File: config.mk
export PLATFORM = sky130hd
export DESIGN_NAME = sram_ctl
export DESIGN_NICKNAME = d
export VERILOG_FILES = /design/src/logic/cycle_timer.v /design/src/logic/sram_ctl.v
export VERILOG_INCLUDE_DIRS = /design/src /design/src/logic
export SDC_FILE = /design/constraint.sdc
export NUM_CORES = 1
export LEC_CHECK = 0
export BUFFER_PORTS_ARGS = -buffer_cell sky130_fd_sc_hd__buf_2
export CAP_MARGIN = 0
export CORE_ASPECT_RATIO = 0.6
export CORE_MARGIN = 2
export CORE_UTILIZATION = 40
export DETAILED_ROUTE_END_ITERATION = 8
export PLACE_DENSITY = 0.68
export SLEW_MARGIN = 25
export SYNTH_ARGS = -nofsm -noshare
export SYNTH_HDL_FRONTEND = slang
export SYNTH_SLANG_ARGS = --single-unit
File: constraint.sdc
create_clock -name core_clk -period 2.2 [get_ports core_clk]
set_input_delay 0.22 -clock core_clk [delete_from_list [all_inputs] [get_ports core_clk]]
set_output_delay 0.22 -clock core_clk [all_outputs]
set_load 0.05 [all_outputs]
File: src/logic/sram_ctl_defs.vh
// timing counts and widths for the asynchronous bit sram controller
`ifndef SRAM_CTL_DEFS_VH
`define SRAM_CTL_DEFS_VH
`define CLK_PERIOD_NS      40
`define ADDR_W             14
`define ACCESS_TIME_NS     55
`define ACCESS_CYC ((`ACCESS_TIME_NS + `CLK_PERIOD_NS - 1) / `CLK_PERIOD_NS)
`define WRITE_PULSE_NS     25
`define WRITE_PULSE_CYC ((`WRITE_PULSE_NS + `CLK_PERIOD_NS - 1) / `CLK_PERIOD_NS)
`define DATA_SETUP_NS      20
`define DATA_SETUP_CYC ((`DATA_SETUP_NS + `CLK_PERIOD_NS - 1) / `CLK_PERIOD_NS)
`define HZ_TIME_NS         25
`define HZ_CYC ((`HZ_TIME_NS + `CLK_PERIOD_NS - 1) / `CLK_PERIOD_NS)
`define CNT_W              4
`endif

File: src/logic/cycle_timer.v
// down counter that marks when a programmed wait has run out
`timescale 1ns/1ps
module cycle_timer #(
  parameter W = 4
) (
  input  wire         core_clk,  // system clock
  input  wire         sys_rst,   // synchronous reset
  input  wire         load,      // start a new wait
  input  wire [W-1:0] count,     // cycles to wait
  output wire         done       // wait has elapsed
);
  reg [W-1:0] left;  // cycles remaining

  // load or count down to zero
  always @(posedge core_clk) begin
    if (sys_rst) begin
      left <= {W{1'b0}};
    end else if (load) begin
      left <= count;
    end else if (left != {W{1'b0}}) begin
      left <= left - {{(W-1){1'b0}}, 1'b1};
    end
  end

  // done looks at the count alone; a load made because of done
  // must not feed back into done in the same cycle
  assign done = (left == {W{1'b0}});
endmodule // cycle_timer

File: src/logic/sram_ctl.v
// controller that runs read and write cycles on a 16k x 1 async sram
`timescale 1ns/1ps
`include "sram_ctl_defs.vh"

module sram_ctl #(
  parameter ADDR_W    = `ADDR_W,          // cell address width
  parameter CNT_W     = `CNT_W,           // timer width
  parameter ACC_CYC   = `ACCESS_CYC,      // read access wait
  parameter WP_CYC    = `WRITE_PULSE_CYC, // write pulse length
  parameter HZ_CYC    = `HZ_CYC           // float wait after write
) (
  input  wire              core_clk,      // system clock
  input  wire              sys_rst,       // synchronous, active high
  input  wire              req_valid,     // user request present
  input  wire              req_write,     // 1 write, 0 read
  input  wire              req_end_by_sel,// write ends by select rising
  input  wire [ADDR_W-1:0] req_addr,      // cell to access
  input  wire              req_wdata,     // bit to write
  output wire              req_ready,     // request taken this cycle
  output reg               rsp_valid,     // read data pulse
  output reg               rsp_rdata,     // read data bit
  output reg  [ADDR_W-1:0] cell_address,  // sram address pins
  output reg               select_n,      // sram chip select, low active
  output reg               strobe_n,      // sram write strobe, low active
  output reg               data_in,       // sram data-in pin
  output reg               data_in_oe,    // drive enable for data-in
  input  wire              data_out       // sram data-out pin
);
  // one-hot states
  localparam [4:0] ST_IDLE  = 5'h01; // deselected standby
  localparam [4:0] ST_READ  = 5'h02; // waiting access time
  localparam [4:0] ST_WSET  = 5'h04; // select low, address set up
  localparam [4:0] ST_WPUL  = 5'h08; // strobe low, pulse running
  localparam [4:0] ST_WEND  = 5'h10; // write ended, bus settling
  // writes always start from idle, with select high for a cycle

  reg  [4:0]       state;      // current state
  reg  [4:0]       next_state; // next state
  reg              end_by_sel; // latched end style of write
  reg              t_load;     // start timer
  reg  [CNT_W-1:0] t_count;    // timer length
  wire             t_done;     // timer elapsed

  // request accepted only when idle or finishing a read;
  // a write waiting behind a read is left until idle, so
  // select goes high for a cycle before the strobe falls
  assign req_ready = (state == ST_IDLE) ||
                     ((state == ST_READ) && t_done && !req_write);

  // shared wait timer for access, pulse and float times;
  // one is enough since these waits never overlap
  cycle_timer #(.W(CNT_W)) u_timer (
    .core_clk (core_clk),
    .sys_rst  (sys_rst),
    .load     (t_load),
    .count    (t_count),
    .done     (t_done)
  );

  // next state and timer load
  always @* begin
    next_state = state;
    t_load     = 1'b0;
    t_count    = {CNT_W{1'b0}};
    case (state)
      ST_IDLE: begin
        if (req_valid) begin
          t_load = 1'b1;
          if (req_write) begin
            next_state = ST_WSET;
            t_count    = {CNT_W{1'b0}};
          end else begin
            next_state = ST_READ;
            t_count    = ACC_CYC[CNT_W-1:0];
          end
        end
      end
      ST_READ: begin
        if (t_done) begin
          if (req_valid && !req_write) begin
            // back to back read under select
            t_load  = 1'b1;
            t_count = ACC_CYC[CNT_W-1:0];
          end else begin
            // a write behind the read waits for idle
            next_state = ST_IDLE;
          end
        end
      end
      ST_WSET: begin
        next_state = ST_WPUL;
        t_load     = 1'b1;
        t_count    = WP_CYC[CNT_W-1:0];
      end
      ST_WPUL: begin
        if (t_done) begin
          next_state = ST_WEND;
          t_load     = 1'b1;
          t_count    = HZ_CYC[CNT_W-1:0];
        end
      end
      ST_WEND: begin
        if (t_done) begin
          next_state = ST_IDLE;
        end
      end
      default: begin
        next_state = ST_IDLE;
      end
    endcase
  end

  // state register
  // sync reset: pins come out of reset deselected
  always @(posedge core_clk) begin
    if (sys_rst) begin
      state <= ST_IDLE;
    end else begin
      state <= next_state;
    end
  end

  // pin drive
  always @(posedge core_clk) begin
    if (sys_rst) begin
      cell_address <= {ADDR_W{1'b0}};
      select_n     <= 1'b1;
      strobe_n     <= 1'b1;
      data_in      <= 1'b0;
      data_in_oe   <= 1'b0;
      end_by_sel   <= 1'b0;
      rsp_valid    <= 1'b0;
      rsp_rdata    <= 1'b0;
    end else begin
      rsp_valid <= 1'b0;
      case (state)
        ST_IDLE: begin
          select_n <= 1'b1;
          strobe_n <= 1'b1;
          if (req_valid) begin
            // address set on the same edge that select falls
            cell_address <= req_addr;
            select_n     <= 1'b0;
            end_by_sel   <= req_end_by_sel;
            if (req_write) begin
              data_in    <= req_wdata;
              data_in_oe <= 1'b1;
              // strobe falls with select: output off, except one ST_WEND cycle of a strobe-ended write
              strobe_n   <= 1'b0;
            end else begin
              strobe_n   <= 1'b1;
              data_in_oe <= 1'b0;
            end
          end
        end
        ST_READ: begin
          if (t_done) begin
            rsp_valid <= 1'b1;
            rsp_rdata <= data_out;
            if (req_valid && !req_write) begin
              // select stays low, only address moves
              cell_address <= req_addr;
            end else begin
              // deselect; the next select fall is full speed again
              select_n <= 1'b1;
            end
          end
        end
        ST_WSET: begin
          // strobe held low; address and data stay put
          strobe_n <= 1'b0;
        end
        ST_WPUL: begin
          if (t_done) begin
            // data held through the ending edge
            if (end_by_sel) begin
              select_n <= 1'b1;
            end else begin
              strobe_n <= 1'b1;
            end
          end
        end
        ST_WEND: begin
          // release select and strobe, address unchanged
          // data keeps driving until the float wait is over
          select_n <= 1'b1;
          strobe_n <= 1'b1;
          if (t_done) begin
            data_in_oe <= 1'b0;
          end
        end
        default: begin
          select_n <= 1'b1;
          strobe_n <= 1'b1;
        end
      endcase
    end
  end
endmodule // sram_ctl

======== After elaboration in Yosys (flattened, before gate mapping) ========
Index checks and enable logic that the tools add are counted.
word-level totals
  bits in registers ....................... 30
  latch bits .............................. 0
  RAM bits ................................ 0
  memory bits (read-only) ................. 0
  output and inout bits ................... 21
  memories ................................ 0
operators by class
  add/subtract/negate cells ............... 1
  multiply operators ...................... 0
  div/mod/pow operators ................... 0
  $lt $le $gt $ge ......................... 0
  eq/ne operators ......................... 13
  shifts and indexed selects .............. 0
  mux-type cells .......................... 39
  bitwise operators ....................... 2
  reduce and logical (&&, ||, !) cells .... 19
operators with widths
  kind                                                                    count
  14-bit 2-to-1 mux                                                       3
  14-bit case mux with 2 select lines                                     1
  5-bit 2-to-1 mux                                                        5
  5-bit case mux with 5 select lines                                      1
  1-bit 2-to-1 mux                                                        17
  2-bit inequality test (second input constant)                           7
  1-bit case mux with 4 select lines                                      3
  5-bit AND reduction                                                     2
  3-bit AND reduction                                                     3
  2-bit 2-to-1 mux                                                        4
  4-bit 2-to-1 mux                                                        2
  2-bit case mux with 4 select lines                                      1
  2-bit nonzero test                                                      3
  5-bit by 1-bit equality test with 1-bit output (second input constant)  1
  5-bit by 2-bit equality test with 1-bit output (second input constant)  1
  5-bit by 3-bit equality test with 1-bit output (second input constant)  1
  5-bit by 4-bit equality test with 1-bit output (second input constant)  1
  5-bit equality test (second input constant)                             1
  4-bit logical NOT                                                       1
  2-bit AND reduction                                                     2
  4-bit AND reduction                                                     1
  4-bit nonzero test                                                      1
  4-bit by 1-bit subtractor with 4-bit output (second input constant)     1
  1-bit logical AND                                                       3
  other kinds (7)                                                         8

======== Logic depth before layout (Yosys ltp) ========
  depth after elaboration ................. 6
  depth in mapped cells ................... 8
  mapped depth without buffers ............ 6

======== By module ========
A second synthesis with hierarchy kept.
second synthesis, totals
  cells, all modules ...................... 157
  area, all modules ....................... 1467.7 µm²
modules (own cells, without submodules)
  module       times used  cells an instance  area each (µm²)  sequential area each (µm²)
  sram_ctl     1           133                1238.7           520.5
  cycle_timer  1           24                 229.0            80.1

======== Worst setup path before layout ========
No wires, ideal clock.
  path kind ............................... reg-to-output
  start point ............................. reg u_timer.left[0]
  end point ............................... out req_ready
  arrival ................................. 2.116 ns
  data required time ...................... 1.980 ns
  slack ................................... -0.136 ns
  stages on the path, launching flop included .. 6
  cells stage by stage .................... dfxtp_1 inv_1 ha_1 nor3b_4 nand3_4 o21ai_0
between the ends
  longest elaborated chain between the ends .. 4
RTL lines
  what                             RTL line          RTL
  start: declaration               cycle_timer.v:12  reg [W-1:0] left;
  start signal: assignment         cycle_timer.v:17  left <= {W{1'b0}};
  start signal: assignment         cycle_timer.v:19  left <= count;
  start signal: assignment         cycle_timer.v:21  left <= left - {{(W-1){1'b0}}, 1'b1};
  4-bit logical NOT                cycle_timer.v:27  assign done = (left == {W{1'b0}});
  1-bit logical AND (2 in series)  sram_ctl.v:48     ((state == ST_READ) && t_done && !req_write);
  1-bit logical OR                 sram_ctl.v:47     assign req_ready = (state == ST_IDLE) ||
  end: declaration                 sram_ctl.v:19     output wire req_ready,
No other way between the ends.

======== Worst setup path after layout ========
  start point ............................. reg state[4]
  end point ............................... out req_ready
between the ends
  longest elaborated chain between the ends .. 4
  elaborated cells between the ends (all ways) .. 5
  those cells by class .................... 2 x eq/ne; 3 x reduce/logical
RTL lines
  what                                            RTL line        RTL
  start: declaration                              sram_ctl.v:37   reg [4:0] state;
  start signal: assignment                        sram_ctl.v:119  state <= next_state;
  5-bit by 2-bit equality test with 1-bit output  sram_ctl.v:48
  1-bit logical AND (2 in series)                 sram_ctl.v:48
  1-bit logical OR (*)                            sram_ctl.v:47
Mark *: on every way between the ends. The rest lies on a longest branch, timed or not.

==> summary.txt <==
Ports placed on the boundary = 42
Cell with the biggest individual delay on the critical path = sky130_fd_sc_hd__dfxtp_1
Cell Count, Final, Fillers Out = 253
Leading cell types by count after synthesis = sky130_fd_sc_hd__nand2_1, sky130_fd_sc_hd__dfxtp_1, sky130_fd_sc_hd__mux2i_1
Pwr per Cell Area = 1030 nW/µm²
Clock tree from TritonCTS = done
Critical path cell sequence = nor4_4, nand3_4, o21ai_1, buf_2
Peak VDD IR = 0.458 mV
Worst max-slew margin expressed relative to the limit = 46.7%
Fill count = 355
Endpoints failing setup = 0
Kind of end point of the critical path = output pin
Number of flops mapped to enable cells by yosys = 0
Max Cap Viol = 0
WP buf/inv = 1
Share of cells above drive strength 1 = 29.6%
Cts-stage hold buffer count = 0
Number of buffers added by the clock tree synthesis step = 5
Resize count post-CTS = 0
Routed wirelength normalized by instance count = 12.5 µm
Critical Path Fanout Max = 9
DP Cell Count = 245
Final standard cell area without fillers = 1790 µm²
DRT Wirelength = 3.17 mm
Gate count of the mapped netlist = 163
Sequential fraction of the synthesis area = 40.5%
Remaining design rule violation count = 0
IO buf count = 41
Vertical die dimension = 51.2 µm
DP HPWL = 2.38 mm
Critical Path Source Type = flip-flop
RSZ-0062 raised after global routing = false
Portion of synthesized cell area occupied by the leading cell type = 40.5%
Most used flip-flop cell after synthesis = sky130_fd_sc_hd__dfxtp_1
Layout overhead on the synthesized area = 21.0%
Routed vias = 1,236
Detailed Route Iter0 Violations = 100
Flip-flop and latch count after synthesis = 30
Critical path data arrival time = 1.74 ns
Number of nets in the layout = 228
Clock slew seen by the registers of the worst setup and hold paths = 0.07 ns
Number of detailed-routing iterations run before antenna repair = 4
Final GP Congestion = 0.941
Fraction of registers with async set/reset = 0%
Count of nets left with antenna violations after detail routing = 0
Most common cell in the netlist = sky130_fd_sc_hd__nand2_1
Number of inserted diodes = 0
Pins Over Slew Limit = 0
Run status = complete, no violations
Critical path's top delay family = simple AND/OR/NAND/NOR gates
Initial core utilization = 41.0%
Leakage = 0.000868 µW
Max Clock Freq = 511 MHz
Global-route wire length before repair = 5.12 mm
Global Route Usage Sum = 16.0%
Path category of the worst min-delay check = primary input to flip-flop
Post-route clock skew = 0.00581 ns
Bufs on Longest Clock Path = 2
Largest incremental delay on the critical path = 0.43 ns
Number of global-route vias before repair = 1,089
Clock latency at the later pin of the worst-skew pair = 0.27 ns
Cell types occupying the most area after synthesis = sky130_fd_sc_hd__dfxtp_1, sky130_fd_sc_hd__mux2i_1, sky130_fd_sc_hd__nand2_1
Number of H-tree levels = 2
Required time at the worst-slack endpoint = 1.98 ns
Per-cell via count in the routed design = 4.89
Die span in x = 82.6 µm
Placement row count = 17
Core box area = 3620 µm²
Final worst path period share = 89.0%
Crit path kind = flip-flop to output pin
Post-synthesis average cell area = 9.10 µm²
Worst Tran Pin Value = 0.798 ns
Setup tns final = 0 ns
Tmin final = 1.96 ns
Number of synthesis warnings = 0
Library cells used by synthesis = 48
Placed instance area = 1700 µm²
Nets in the synthesized netlist = 186
Final hold vios = 0
Synth Cell Area = 1480 µm²
Clock root buffer = sky130_fd_sc_hd__clkbuf_8
Global-route congestion overflow total = 0
Maximum number of pins on one net before global-route repair = 30
Clock Sink Count = 30
Area of the die = 4230 µm²
Library cell occupying the most area in the post-synthesis netlist = sky130_fd_sc_hd__dfxtp_1
Post-CTS repair timing setup buffer count = 0
Antenna violations before repair = 0
-- power by group --
part	total, µW	internal [µW]	switching [µW]
sequential	683	617	66.7
combinational	715	286	430
clock	447	252	195
-- registers in the layout, indices dropped and copies added, names as in the netlist --
name	flops
cell_address	14
state	5
u_timer.left	4
data_in	1
data_in_oe	1
end_by_sel	1
rsp_rdata	1
rsp_valid	1
select_n	1
strobe_n	1
-- kinds of logic after synthesis --
kind of cell / Yosys count / share of synthesized area [%]
buffers and inverters: 14 / 5.74
and+or+nand+nor: 71 / 26.0
muxes: 18 / 12.2
xor gates and xnor gates: 3 / 1.77
DFF: 30 / 40.5
adders and majority gates: 2 / 1.69
AOI/OAI and AO/OA: 25 / 12.2
-- stage by stage --
| stage | power, µW | utilization [%] | hold WS (ns) | setup WS, ns |
|---|---|---|---|---|
| finish | 1850 | 49.6 | 0.172 | 0.242 |
| global route | 1960 | 49.6 | 0.180 | 0.153 |
| CTS | 1850 | 49.6 | 0.169 | 0.248 |
| global placement | 1410 | 47.1 | 0.443 | 0.295 |
| detailed placement | 1400 | 47.1 | 0.452 | 0.282 |
| floorplan | 1240 | - | 0.326 | 0.245 |
-- cell type report --
type                    instances  area [µm²]  area share [%]
flip-flops and latches         30         601            33.5
multi-input cells             119         797            44.4
clock buffers                   7        86.3            4.81
repair buffers                 44         228            12.7
inverters                       5        18.8            1.05
well taps                      47        58.8            3.28
clock inverters                 1        5.00           0.279
-- worst reg2reg max path, cell delays in order, from the launching register on --
cell and delay [ns]:
sky130_fd_sc_hd__dfxtp_1 0.35, sky130_fd_sc_hd__inv_1 0.08, sky130_fd_sc_hd__ha_1 0.21, sky130_fd_sc_hd__nor3b_4 0.16
sky130_fd_sc_hd__nand3_4 0.11, sky130_fd_sc_hd__o21a_1 0.64, sky130_fd_sc_hd__mux2i_1 0.27
-- routing by layer --
metal / part of all wire (%) / global-route usage [%] / vias up / wire, µm
li1: - / - / 646 / -
met1: 52 / 24.8 / 555 / 1670
met2: 41 / 20.7 / 35 / 1290
met3: 6.8 / 5.30 / 0 / 215
met4: 0 / 4.10 / 0 / 0
met5: 0 / 0 / - / 0
-- path summary, 6_finish.rpt --
kind         slack (ns)       startpoint  cells past startpoint          endpoint
max                0.24         state[4]                      4         req_ready
min reg2reg        0.46  cell_address[9]                      2   cell_address[9]
min                0.17        req_wdata                      3           data_in
max reg2reg        0.29  u_timer.left[0]                      6  cell_address[10]
-- cell usage in the layout (no fill, tap or decap), types with 3 or more instances in the layout --
cell type	instances
sky130_fd_sc_hd__dfxtp_1	30
sky130_fd_sc_hd__nand2_1	36
sky130_fd_sc_hd__clkbuf_8	6
sky130_fd_sc_hd__inv_1	5
sky130_fd_sc_hd__a21oi_1	5
sky130_fd_sc_hd__buf_2	41
sky130_fd_sc_hd__a211oi_1	3
sky130_fd_sc_hd__nor2_1	12
sky130_fd_sc_hd__buf_4	3
sky130_fd_sc_hd__mux2i_1	18
(Power assumes the default switching activity.)
